===== config.mk =====
export PLATFORM = sky130hd
export DESIGN_NAME = lcds_top
export DESIGN_NICKNAME = d
export VERILOG_FILES = /design/src/design/lcds_pkg.sv /design/src/design/lcds_line_mux.sv /design/src/design/lcds_top.sv
export SDC_FILE = /design/constraint.sdc
export NUM_CORES = 1
export LEC_CHECK = 0
export ABC_AREA = 1
export BUFFER_PORTS_ARGS = -buffer_cell sky130_fd_sc_hd__buf_4
export CELL_PAD_IN_SITES_DETAIL_PLACEMENT = 1
export CELL_PAD_IN_SITES_GLOBAL_PLACEMENT = 1
export CORE_ASPECT_RATIO = 0.5
export CORE_UTILIZATION = 28
export DETAILED_ROUTE_END_ITERATION = 10
export PLACE_DENSITY = 0.87
export REMOVE_ABC_BUFFERS = 1
export SYNTH_ARGS = -nofsm -noshare
export SYNTH_HDL_FRONTEND = slang
export SYNTH_HIERARCHICAL = 1
export SYNTH_SLANG_ARGS = --single-unit

===== constraint.sdc =====
create_clock -name clk_i -period 1.8 [get_ports clk_i]
set_input_delay 0.36 -clock clk_i [delete_from_list [all_inputs] [get_ports clk_i]]
set_output_delay 0.36 -clock clk_i [all_outputs]
set_load 0.005 [all_outputs]

===== src/design/lcds_pkg.sv =====
// constants for the logic cell input data select block
package lcds_pkg;
  localparam int          LCDS_NUM_INPUTS  = 16;
  localparam int          LCDS_NUM_LINES   = 4;
  localparam int          LCDS_CODE_W      = 3;
  localparam int          LCDS_IDX_W       = 4;
  localparam int          LCDS_REG_W       = 8;
  // byte offsets of the two selector registers
  localparam logic [31:0] LCDS_OFS_LOW     = 32'h0000_0000;
  localparam logic [31:0] LCDS_OFS_HIGH    = 32'h0000_0004;
  localparam int          LCDS_DEC_W       = 3;
  // field positions inside each selector register
  localparam int          LCDS_LO_FIELD_LSB = 0;
  localparam int          LCDS_HI_FIELD_LSB = 4;
  localparam logic [2:0]  LCDS_CODE_RST    = 3'h0;
  // first shared input picked by code 000, per data line
  localparam logic [3:0]  LCDS_LINE1_BASE  = 4'h0;
  localparam logic [3:0]  LCDS_LINE2_BASE  = 4'h4;
  localparam logic [3:0]  LCDS_LINE3_BASE  = 4'h8;
  localparam logic [3:0]  LCDS_LINE4_BASE  = 4'hC;
  localparam logic [1:0]  LCDS_HTRANS_NSEQ = 2'h2;
  localparam logic [1:0]  LCDS_HTRANS_SEQ  = 2'h3;
  localparam logic        LCDS_HRESP_OKAY  = 1'h0;
endpackage : lcds_pkg


===== src/design/lcds_line_mux.sv =====
// one data line: picks a shared input by base plus code, registered
`timescale 1ns/1ps
module lcds_line_mux #(
  parameter logic [3:0] BASE = 4'h0
) (
  input  wire logic        clk_i,
  input  wire logic        sys_rst_i,
  input  wire logic [2:0]  code_i,
  input  wire logic [15:0] src_i,
  output logic             line_o
);
  import lcds_pkg::*;

  logic [LCDS_IDX_W-1:0] src_idx;
  logic                  line_nxt;
  logic                  line_r;

  // four-bit sum wraps, so base 12 reaches inputs 0 to 3 for codes 4 to 7
  assign src_idx  = BASE + {1'b0, code_i};
  assign line_nxt = src_i[src_idx];
  assign line_o   = line_r;

  always_ff @(posedge clk_i or posedge sys_rst_i)
  begin
    if (sys_rst_i)
    begin
      line_r <= 1'b0;
    end
    else
    begin
      line_r <= line_nxt;
    end
  end
endmodule : lcds_line_mux


===== src/design/lcds_top.sv =====
// logic cell input data select: selector registers on ahb-lite and muxes
`timescale 1ns/1ps
// Behaviour
// RQ1: low register: line1 bits 2-0, line2 6-4
// RQ2: line 2 takes input four plus code
// RQ3: line 1 takes input equal to code
// RQ4: bits 7 and 3 ignore writes, read zero
// RQ5: high register: line3 bits 2-0, line4 6-4
// RQ6: line 4: inputs 12-15 then 0-3
// RQ7: line 3 takes input eight plus code
// RQ8: selectors kept across all but power-on reset; here every sys_rst_i clears them
module lcds_top (
  input  wire logic        clk_i,
  input  wire logic        sys_rst_i,
  input  wire logic        hsel_i,
  input  wire logic [31:0] haddr_i,
  input  wire logic [1:0]  htrans_i,
  input  wire logic        hwrite_i,
  input  wire logic [2:0]  hsize_i,
  input  wire logic [31:0] hwdata_i,
  input  wire logic        hready_i,
  output logic      [31:0] hrdata_o,
  output logic             hreadyout_o,
  output logic             hresp_o,
  input  wire logic [15:0] cell_in_i,
  output logic             cell_data_line_1_o,
  output logic             cell_data_line_2_o,
  output logic             cell_data_line_3_o,
  output logic             cell_data_line_4_o
);
  import lcds_pkg::*;

  // selector fields, one per data line
  logic [LCDS_CODE_W-1:0] line1_source_code_r;
  logic [LCDS_CODE_W-1:0] line2_source_code_r;
  logic [LCDS_CODE_W-1:0] line3_source_code_r;
  logic [LCDS_CODE_W-1:0] line4_source_code_r;
  logic [LCDS_CODE_W-1:0] line1_source_code_nxt;
  logic [LCDS_CODE_W-1:0] line2_source_code_nxt;
  logic [LCDS_CODE_W-1:0] line3_source_code_nxt;
  logic [LCDS_CODE_W-1:0] line4_source_code_nxt;

  // bus pipeline state
  logic                   wr_pend_r;
  logic                   wr_low_r;
  logic                   wr_high_r;
  logic [31:0]            hrdata_r;
  logic [31:0]            hrdata_nxt;

  logic                   acc_valid;
  logic                   sel_low;
  logic                   sel_high;
  logic                   rd_acc;
  logic                   wr_acc;
  logic [LCDS_REG_W-1:0]  data_select_low_pair;
  logic [LCDS_REG_W-1:0]  data_select_high_pair;
  logic                   wr_low_go;
  logic                   wr_high_go;
  logic [LCDS_CODE_W-1:0] wr_lo_field;
  logic [LCDS_CODE_W-1:0] wr_hi_field;
  logic [LCDS_CODE_W-1:0] codes [LCDS_NUM_LINES];
  logic [LCDS_NUM_LINES-1:0] lines;

  // address phase decode
  assign acc_valid = hsel_i & hready_i
                   & ((htrans_i == LCDS_HTRANS_NSEQ)
                   | (htrans_i == LCDS_HTRANS_SEQ));
  assign sel_low   = haddr_i[LCDS_DEC_W-1:0] == LCDS_OFS_LOW[LCDS_DEC_W-1:0]
                   && haddr_i[31:LCDS_DEC_W] == '0;
  assign sel_high  = haddr_i[LCDS_DEC_W-1:0] == LCDS_OFS_HIGH[LCDS_DEC_W-1:0]
                   && haddr_i[31:LCDS_DEC_W] == '0;
  assign rd_acc    = acc_valid & ~hwrite_i;
  assign wr_acc    = acc_valid & hwrite_i;

  // read view: unimplemented bits 7 and 3 always zero
  // built from next values so a read right behind a write sees it
  assign data_select_low_pair  = {1'b0, line2_source_code_nxt,
                                  1'b0, line1_source_code_nxt}; // RQ1 RQ4
  assign data_select_high_pair = {1'b0, line4_source_code_nxt,
                                  1'b0, line3_source_code_nxt}; // RQ5 RQ4

  // unmapped reads return zero
  assign hrdata_nxt = !rd_acc ? hrdata_r
                    : sel_low  ? {24'h00_0000, data_select_low_pair}
                    : sel_high ? {24'h00_0000, data_select_high_pair}
                    : 32'h0000_0000;

  // write data phase: only the field bits are stored
  assign wr_low_go   = wr_pend_r & wr_low_r;
  assign wr_high_go  = wr_pend_r & wr_high_r;
  assign wr_lo_field = hwdata_i[LCDS_LO_FIELD_LSB +: LCDS_CODE_W]; // RQ4
  assign wr_hi_field = hwdata_i[LCDS_HI_FIELD_LSB +: LCDS_CODE_W]; // RQ4

  assign hrdata_o    = hrdata_r;
  assign hreadyout_o = 1'b1;
  assign hresp_o     = LCDS_HRESP_OKAY;

  always_ff @(posedge clk_i or posedge sys_rst_i)
  begin
    if (sys_rst_i)
    begin
      wr_pend_r <= 1'b0;
    end
    else
    begin
      wr_pend_r <= wr_acc;
    end
  end

  always_ff @(posedge clk_i or posedge sys_rst_i)
  begin
    if (sys_rst_i)
    begin
      wr_low_r <= 1'b0;
    end
    else
    begin
      wr_low_r <= wr_acc & sel_low;
    end
  end

  always_ff @(posedge clk_i or posedge sys_rst_i)
  begin
    if (sys_rst_i)
    begin
      wr_high_r <= 1'b0;
    end
    else
    begin
      wr_high_r <= wr_acc & sel_high;
    end
  end

  always_ff @(posedge clk_i or posedge sys_rst_i)
  begin
    if (sys_rst_i)
    begin
      hrdata_r <= 32'h0000_0000;
    end
    else
    begin
      hrdata_r <= hrdata_nxt;
    end
  end

  // selectors: every sys_rst_i clears them, like the bus state
  assign line1_source_code_nxt = wr_low_go ? wr_lo_field // RQ1
                               : line1_source_code_r;
  assign line2_source_code_nxt = wr_low_go ? wr_hi_field // RQ1
                               : line2_source_code_r;
  assign line3_source_code_nxt = wr_high_go ? wr_lo_field // RQ5
                               : line3_source_code_r;
  assign line4_source_code_nxt = wr_high_go ? wr_hi_field // RQ5
                               : line4_source_code_r;

  always_ff @(posedge clk_i or posedge sys_rst_i)
  begin
    if (sys_rst_i)
    begin
      line1_source_code_r <= LCDS_CODE_RST; // RQ8
    end
    else
    begin
      line1_source_code_r <= line1_source_code_nxt;
    end
  end

  always_ff @(posedge clk_i or posedge sys_rst_i)
  begin
    if (sys_rst_i)
    begin
      line2_source_code_r <= LCDS_CODE_RST; // RQ8
    end
    else
    begin
      line2_source_code_r <= line2_source_code_nxt;
    end
  end

  always_ff @(posedge clk_i or posedge sys_rst_i)
  begin
    if (sys_rst_i)
    begin
      line3_source_code_r <= LCDS_CODE_RST; // RQ8
    end
    else
    begin
      line3_source_code_r <= line3_source_code_nxt;
    end
  end

  always_ff @(posedge clk_i or posedge sys_rst_i)
  begin
    if (sys_rst_i)
    begin
      line4_source_code_r <= LCDS_CODE_RST; // RQ8
    end
    else
    begin
      line4_source_code_r <= line4_source_code_nxt;
    end
  end

  assign codes[0] = line1_source_code_r;
  assign codes[1] = line2_source_code_r;
  assign codes[2] = line3_source_code_r;
  assign codes[3] = line4_source_code_r;

  localparam logic [3:0] LINE_BASE [LCDS_NUM_LINES] = '{
    LCDS_LINE1_BASE, // RQ3
    LCDS_LINE2_BASE, // RQ2
    LCDS_LINE3_BASE, // RQ7
    LCDS_LINE4_BASE  // RQ6
  };

  for (genvar g = 0; g < LCDS_NUM_LINES; g++)
  begin : g_line
    lcds_line_mux #(
      .BASE (LINE_BASE[g])
    ) u_mux (
      .clk_i     (clk_i),
      .sys_rst_i (sys_rst_i),
      .code_i    (codes[g]),
      .src_i     (cell_in_i),
      .line_o    (lines[g])
    );
  end

  assign cell_data_line_1_o = lines[0];
  assign cell_data_line_2_o = lines[1];
  assign cell_data_line_3_o = lines[2];
  assign cell_data_line_4_o = lines[3];
endmodule : lcds_top


==> metrics.md, run 1 <==
| Metric | Value |
|---|---|
| Wire length per cell | `10.63 µm` |
| Global-route track usage on met2 | `26.79%` |
| 1st-pass router iterations | `4` |
| Clock Tree Root | `clkbuf_16` |
| Clock Latency Late Sink | `0.26 ns` |
| CTS tree | `done` |
| Layout cells sized above 1 | `22.95%` |
| # rows | `20` |
| WS Path Type | `register to register` |
| Slew Viols, Final | `0` |
| GRT met3 Usage | `3.090%` |
| Global route overflow | `0` |
| Final Cycle Share | `72.77%` |
| Die width | `115.9 µm` |
| Post-synthesis sequential area ratio | `34.44%` |
| Setup TNS after final layout | `0 ns` |
| CP Capture Type | `register` |
| Commonest non-fill, non-tap cell in the layout | `nand2_1` |
| Cells after synthesis | `283` |
| Total Power | `1.271 mW` |
| Vias/cell | `4.104` |
| Vias in the first global route | `1758` |
| DRC | `0` |
| Outcome | `finished clean` |
| Final core utilization | `39.11%` |
| MaxCap Viol Count | `0` |
| Commonest cells after routing, fill and taps aside | `101 x nand2_1, 70 x buf_4, 54 x inv_1, 29 x nand3_1, 28 x conb_1` |
| Worst EP required | `2.00 ns` |
| WHS | `0.3948 ns` |
| Fmax achieved | `763.4 MHz` |
| VDD IR max | `280.3 µV` |
| Min-Delay Path Class | `input port to register` |
| DRT iter0 DRCs | `59` |
| Yosys reg bits | `25` |
| HPWL Detailed | `3859 µm` |
| Tmin final | `1.310 ns` |
| # IOs | `128` |
| Vias | `1810` |
| Global route hottest layer | `met2` |
| M1 GR Usage | `17.28%` |
| Worst Path Arrival | `1.51 ns` |
| Max Root-Sink Buffers | `2` |
| Mapped Avg Cell Area | `6.420 µm²` |
| Fin. Hold Viols | `0` |
| Worst-path maximum fanout | `12` |
| Largest net degree at the start of global routing | `22` |
| Yosys cell types | `18` |
| Final Skew | `0.002747 ns` |
| Htree depth | `1` |
| Cells after DPL | `436` |
| Starting Density | `29.51%` |
| Die ar. | `6834 µm²` |
| Cell Area, Synth | `1817 µm²` |
| RSZ-0062 raised after global routing | `no` |
| Fillers | `840` |
| First-pass GRT wire length | `7748 µm` |
| Final setup fails | `0` |
| Antenna Nets Post-Route | `0` |
| Pwr dens | `528.1 nW/µm²` |
| I/O Buffers | `69` |
| Die Y | `58.96 µm` |
| Final net count | `444` |
| N_diodes | `0` |
| Clk slew on worst S/H paths | `0.06 ns` |
| Aggregate global-route resource usage | `14.26%` |
| Crit start category | `register` |
| Antenna violations before repair | `0` |
| Cts bufs inserted | `3` |
| Clk sink count | `25` |
| Fin cells | `441` |
| Drt total wl | `4687 µm` |
| Leakage | `1.539 nW` |
| Ys Warns | `6` |
| Core area | `6156 µm²` |
| Area added between synthesis and finish | `32.51%` |
| Final GP Congestion | `0.7999` |
==> cell families after synthesis <==
group | after synthesis | synth area share, %
AND/OR/NAND/NOR | 155 | 37.12
buffers and inverters | 89 | 24.72
flip-flops | 25 | 34.44
AO/OA/AOI/OAI | 12 | 3.306
other | 2 | 0.4134
==> timing repair <==
| item | CTS | global route |
|---|---|---|
| setup buffers | 0 | 0 |
| hold endpoints to repair | 4 | 0 |
| gates resized for setup | 0 | 0 |
| hold buffers | 1 | 0 |
==> power by group <==
part	internal (mW)	leakage (nW)	switching, mW
Combinational	0.115	1.22	0.0965
Clock	0.303	0.0382	0.189
Sequential	0.567	0.277	0.00178
==> critical path, cell delays in order (launching register included) <==
cell	delay [ns]
dfrtp_1	0.38
nand2_1	0.31
nand2_1	0.11
o21ai_1	0.14
nand3_1	0.10
nand2_1	0.09
nand2_1	0.05
nand2_1	0.06
==> worst paths after layout <==
kind                              from                      to  slack, ns  cells past startpoint
max                          wr_pend_r             hrdata_o[4]       0.49                      7
min reg2reg                hrdata_o[0]             hrdata_o[0]       0.48                      2
min                        hwdata_i[1]  line1_source_code_r[1]       0.39                      3
max in group asynchronous    sys_rst_i  line3_source_code_r[0]       0.84                      4
min in group asynchronous    sys_rst_i  g_line[1].u_mux/line_o       0.54                      3
max reg2reg                  wr_pend_r             hrdata_o[4]       0.49                      7
==> flip-flops by register name (all words and copies together) (netlist names) <==
signal,cells
line4_source_code_r,3
wr_low_r,1
wr_high_r,1
g_line.u_mux/line_o,4
line3_source_code_r,3
hrdata_o,6
line1_source_code_r,3
wr_pend_r,1
line2_source_code_r,3
==> area by class of cell <==
cell class	count	area, µm²	share of cell area [%]
Multi-Input combinational cell	195	839.6	34.88
Timing Repair Buffer	71	535.5	22.25
Tap cell	88	110.1	4.574
Inverter	58	217.7	9.044
Sequential cell	25	625.6	25.99
Clock buffer	4	78.83	3.274
==> through the flow <==
| stage | instance area (µm²) | worst slack (ns) |
|---|---|---|
| 4_1_cts | 2407 | 0.4752 |
| 5_1_grt | 2407 | 0.3003 |
| 6_report | 2407 | 0.4901 |
| 2_1_floorplan | 1683 | 0.5211 |
| 3_3_place_gp | 2318 | 0.2660 |
| 3_5_place_dp | 2318 | 0.2200 |
==> cells in the mapped netlist <==
cell / n / share of area (%)
nand2_1: 101 / 21
inv_1: 54 / 11
nand3_1: 29 / 8.0
buf_4: 28 / 12
dfrtp_1: 25 / 34
nor2_1: 19 / 3.9
o21ai_1: 8 / 2.2
inv_2: 4 / 0.83
o21ai_0: 4 / 1.1
buf_2: 2 / 0.55
conb_1: 2 / 0.41
buf_6: 1 / 0.62
nand4_1: 1 / 0.34
nor2_4: 1 / 0.62
nor2_8: 1 / 1.1
nor3_4: 1 / 0.90
nor3b_4: 1 / 1.0
or2_1: 1 / 0.34
==> per-layer routing <==
layer / wire length (µm) / share of wire (%)
met1: 2052 / 44
met2: 2339 / 50
met3: 285 / 6.1
met4: 9 / 0.19
met5: 0 / 0
No activity file was read; power rests on OpenSTA's default activity.
==> run 2, diff against run 1 <==
- ABC_AREA: 1 -> 0
- CORE_UTILIZATION: 28 -> 27
- PLACE_DENSITY: 0.87 -> 0.81
- clock period: 1.8 -> 1.25 ns (I/O delays scaled with it)
==> metrics.md, run 2 <==
| Metric | Value |
|---|---|
| Outcome | `complete, but fails checks` |
| Failing checks | `negative setup slack` |
| WHS Path Cells | `2 (-1)` |
| Starting Density | `28.34% (-1.2 points)` |
| MaxCap Viol Count | `0 (unchanged)` |
| Largest net degree at the start of global routing | `22 (unchanged)` |
| Area share of fa/ha/maj cells after synthesis | `0% (unchanged)` |
| Post-synthesis sequential area ratio | `39.68% (+5.2 points)` |
| Post-synth top area share | `39.68% (+5.2 points)` |
| Cells after DPL | `283 (-35%)` |
| Fmax achieved | `663.7 MHz` |
| Synth area leaders | `dfrtp_1 40%, buf_4 13%, mux4_1 13%, mux2_2 11%, o41ai_1 2.8%` |
| Ys Warns | `6 (unchanged)` |
| Synth cell count leaders | `28 x buf_4, 25 x dfrtp_1, 16 x mux2_2` |
| Number of synthesized flops with an enable pin | `0 (unchanged)` |
| Antenna Nets Post-Route | `0 (unchanged)` |
| Synth Area in XOR/XNOR | `0% (unchanged)` |
| Worst EP required | `1.41 ns (-0.59 ns)` |
| Cts bufs inserted | `3 (unchanged)` |
| Final GP Congestion | `0.7099 (-11%)` |
| Clock Latency Late Sink | `0.26 ns (about the same)` |
| Dominant synthesized flop cell | `dfrtp_1` |
| Most area-hungry cell type in the Yosys netlist | `dfrtp_1` |
| Leakage | `1.141 nW (-26%)` |
| CP peak stage delay | `0.54 ns (+0.16 ns)` |
| Vias | `1335 (-26%)` |
| Worst Path Arrival | `1.66 ns (+0.15 ns)` |
| Slew Viols, Final | `0 (unchanged)` |
| Flop-to-flop setup slack | `-0.09 ns (-0.58 ns)` |
| # rows | `19 (-5.0%)` |
| # IOs | `128 (unchanged)` |
| CTS tree | `done` |
| CP Capture Type | `register` |
| First-pass GRT wire length | `7320 µm (-5.5%)` |
| Area added between synthesis and finish | `44.84%` |
| Mapped Avg Cell Area | `11.85 µm² (+85%)` |
| Die ar. | `6167 µm² (-9.8%)` |
| Die width | `110.1 µm (-5.0%)` |
| Slowest CP cell | `or4_4` |
| Clock Tree Root | `clkbuf_16` |
| Pwr dens | `856.3 nW/µm² (+62%)` |
| N_diodes | `0 (unchanged)` |
| DP Worst Slack | `-0.6342 ns (-0.8542 ns)` |
| Clk slew on worst S/H paths | `0.06 ns (about the same)` |
| Antenna violations before repair | `0 (unchanged)` |
| Tmin final | `1.507 ns` |
| HPWL Detailed | `3584 µm (-7.1%)` |
| Clk sink count | `25 (unchanged)` |
| Yosys cell types | `23 (+5)` |
| Fin area | `2283 µm² (-5.1%)` |
| Global route overflow | `0 (unchanged)` |
| 1st-pass router iterations | `4 (unchanged)` |
| Final setup fails | `12 (+12)` |
| Setup slack after layout | `-0.2566 ns (-0.7467 ns)` |
| Final Skew | `0.003000 ns (+0.0002525 ns)` |
| Simple-Gate Fraction of Synth Area | `12.62% (-25 points)` |
| Layout cells sized above 1 | `55.56% (+33 points)` |
| Async SR Flop Fraction | `100.0% (unchanged)` |
| Worst-path maximum fanout | `7 (-5)` |
| Dpl cell area | `2160 µm² (-6.9%)` |
| Core area | `5563 µm² (-9.6%)` |
| Mux share of post-synthesis cell area | `25.48% (+25 points)` |
| WS Path Type | `input port to register` |
| Vias/cell | `4.619 (+13%)` |
| Drt total wl | `4494 µm (-4.1%)` |
| Top-count cell post-synth | `buf_4` |
| RSZ-0062 raised after global routing | `yes` |
| Largest register FFs | `6 (unchanged)` |
| Crit start category | `input port` |
| Final net count | `307 (-31%)` |
| Vias in the first global route | `1456 (-17%)` |
| DRC | `0 (unchanged)` |
| Largest family of logic cells by synthesized area | `multiplexers` |
| Worst path cell trace | `buf_6 > or4_4 > nor4_4 > nand4_4 > o41ai_2` |
| Max Root-Sink Buffers | `2 (unchanged)` |
| VDD IR max | `337.6 µV (+20%)` |
| I/O Buffers | `69 (unchanged)` |
| Htree depth | `1 (unchanged)` |
| Die Y | `56.03 µm (-5.0%)` |
| WHS | `0.2478 ns (-0.1470 ns)` |
| Commonest non-fill, non-tap cell in the layout | `buf_4` |
| Cell Area, Synth | `1577 µm² (-13%)` |
| Commonest cells after routing, fill and taps aside | `81 x buf_4, 28 x conb_1, 24 x dfrtp_1, 13 x mux2_2, 10 x nand2_1` |
| Cells after synthesis | `133 (-53%)` |
| Min-Delay Path Class | `input port to register` |
| Fin. Hold Viols | `0 (unchanged)` |
| Fin cells | `289 (-34%)` |
| Final core utilization | `41.05% (+1.9 points)` |
| Aggregate global-route resource usage | `15.63% (+1.4 points)` |
| Worst Reg-to-Reg Cells | `4 (-3)` |
| Post-synthesis compound-gate area fraction | `6.032% (+2.7 points)` |
| Wire length per cell | `15.55 µm (+46%)` |
| DRT iter0 DRCs | `57 (-3.4%)` |
| Final Cycle Share | `120.5%` |
| Yosys reg bits | `25 (unchanged)` |
## run 2: cell count changes after synthesis, sizes merged, moves of 12 or more
cell / previous run / this run
inv: 58 / 7
nand2: 101 / 10
o21ai: 12 / 0
mux2: 0 / 17
nor2: 21 / 8
nand3: 29 / 0
## run 2: path summary, 6_finish.rpt
check	endpoint	start
worst max-delay path	hrdata_o[4]	haddr_i[24]
worst min-delay path	line4_source_code_r[1]	hwdata_i[5]
worst max register to register	hrdata_o[1]	wr_low_r
worst min register to register	hrdata_o[5]	hrdata_o[5]
max in group asynchronous	line4_source_code_r[0]	sys_rst_i
min in group asynchronous	g_line[2].u_mux/line_o	sys_rst_i
## run 2: repair_timing
action / CTS / global route
gates resized for setup: 18 / 1
pin swaps: 3 / 4
endpoints found under the setup margin: 12 / 12
hold buffers: 1 / 0
endpoints found under the hold margin: 4 / 0
buffers inserted: 0 / 1
## run 2: logic make-up (layout without fill, tap and decap cells)
kind of cell,after synthesis,after routing
buffers and inverters,38,95
flip-flops,25,25
AO/OA/AOI/OAI,10,10
AND/OR/NAND/NOR,33,33
multiplexers,25,25
other,2,28
## run 2: critical path, delay by kind of cell
kind | cells | cell delay, ns
simple gates | 3 | 0.97
compound gates | 1 | 0.36
buf+inv | 1 | 0.09
## run 2: power by group
group,total (mW),internal [mW],switching [mW]
Sequential,0.867,0.842,0.0257
Clock,0.706,0.436,0.271
Combinational,0.382,0.237,0.144
## run 2: layout make-up
cell class                      count  area (µm²)
Fill cell                         639        3279
Multi-Input combinational cell     96       819.5
Clock buffer                        4       78.83
Inverter                            7       26.28
Tap cell                           73       91.34
Timing Repair Buffer               84       640.6
Sequential cell                    25       626.9
## run 2: stage by stage
stage,total power [mW],setup TNS [ns]
finish,1.955,-1.980
CTS,1.970,-2.385
floorplan,0.9993,-2.426
detailed placement,1.234,-4.889
global placement,1.222,-4.148
global route,2.041,-2.743
## run 2: metal layers
metal,wire [µm],track usage (%),part of all wire [%]
met1,1728,17.92,38
met2,2524,30.36,56
met3,219,2.225,4.9
met4,22,3.429,0.49
met5,0,0,0
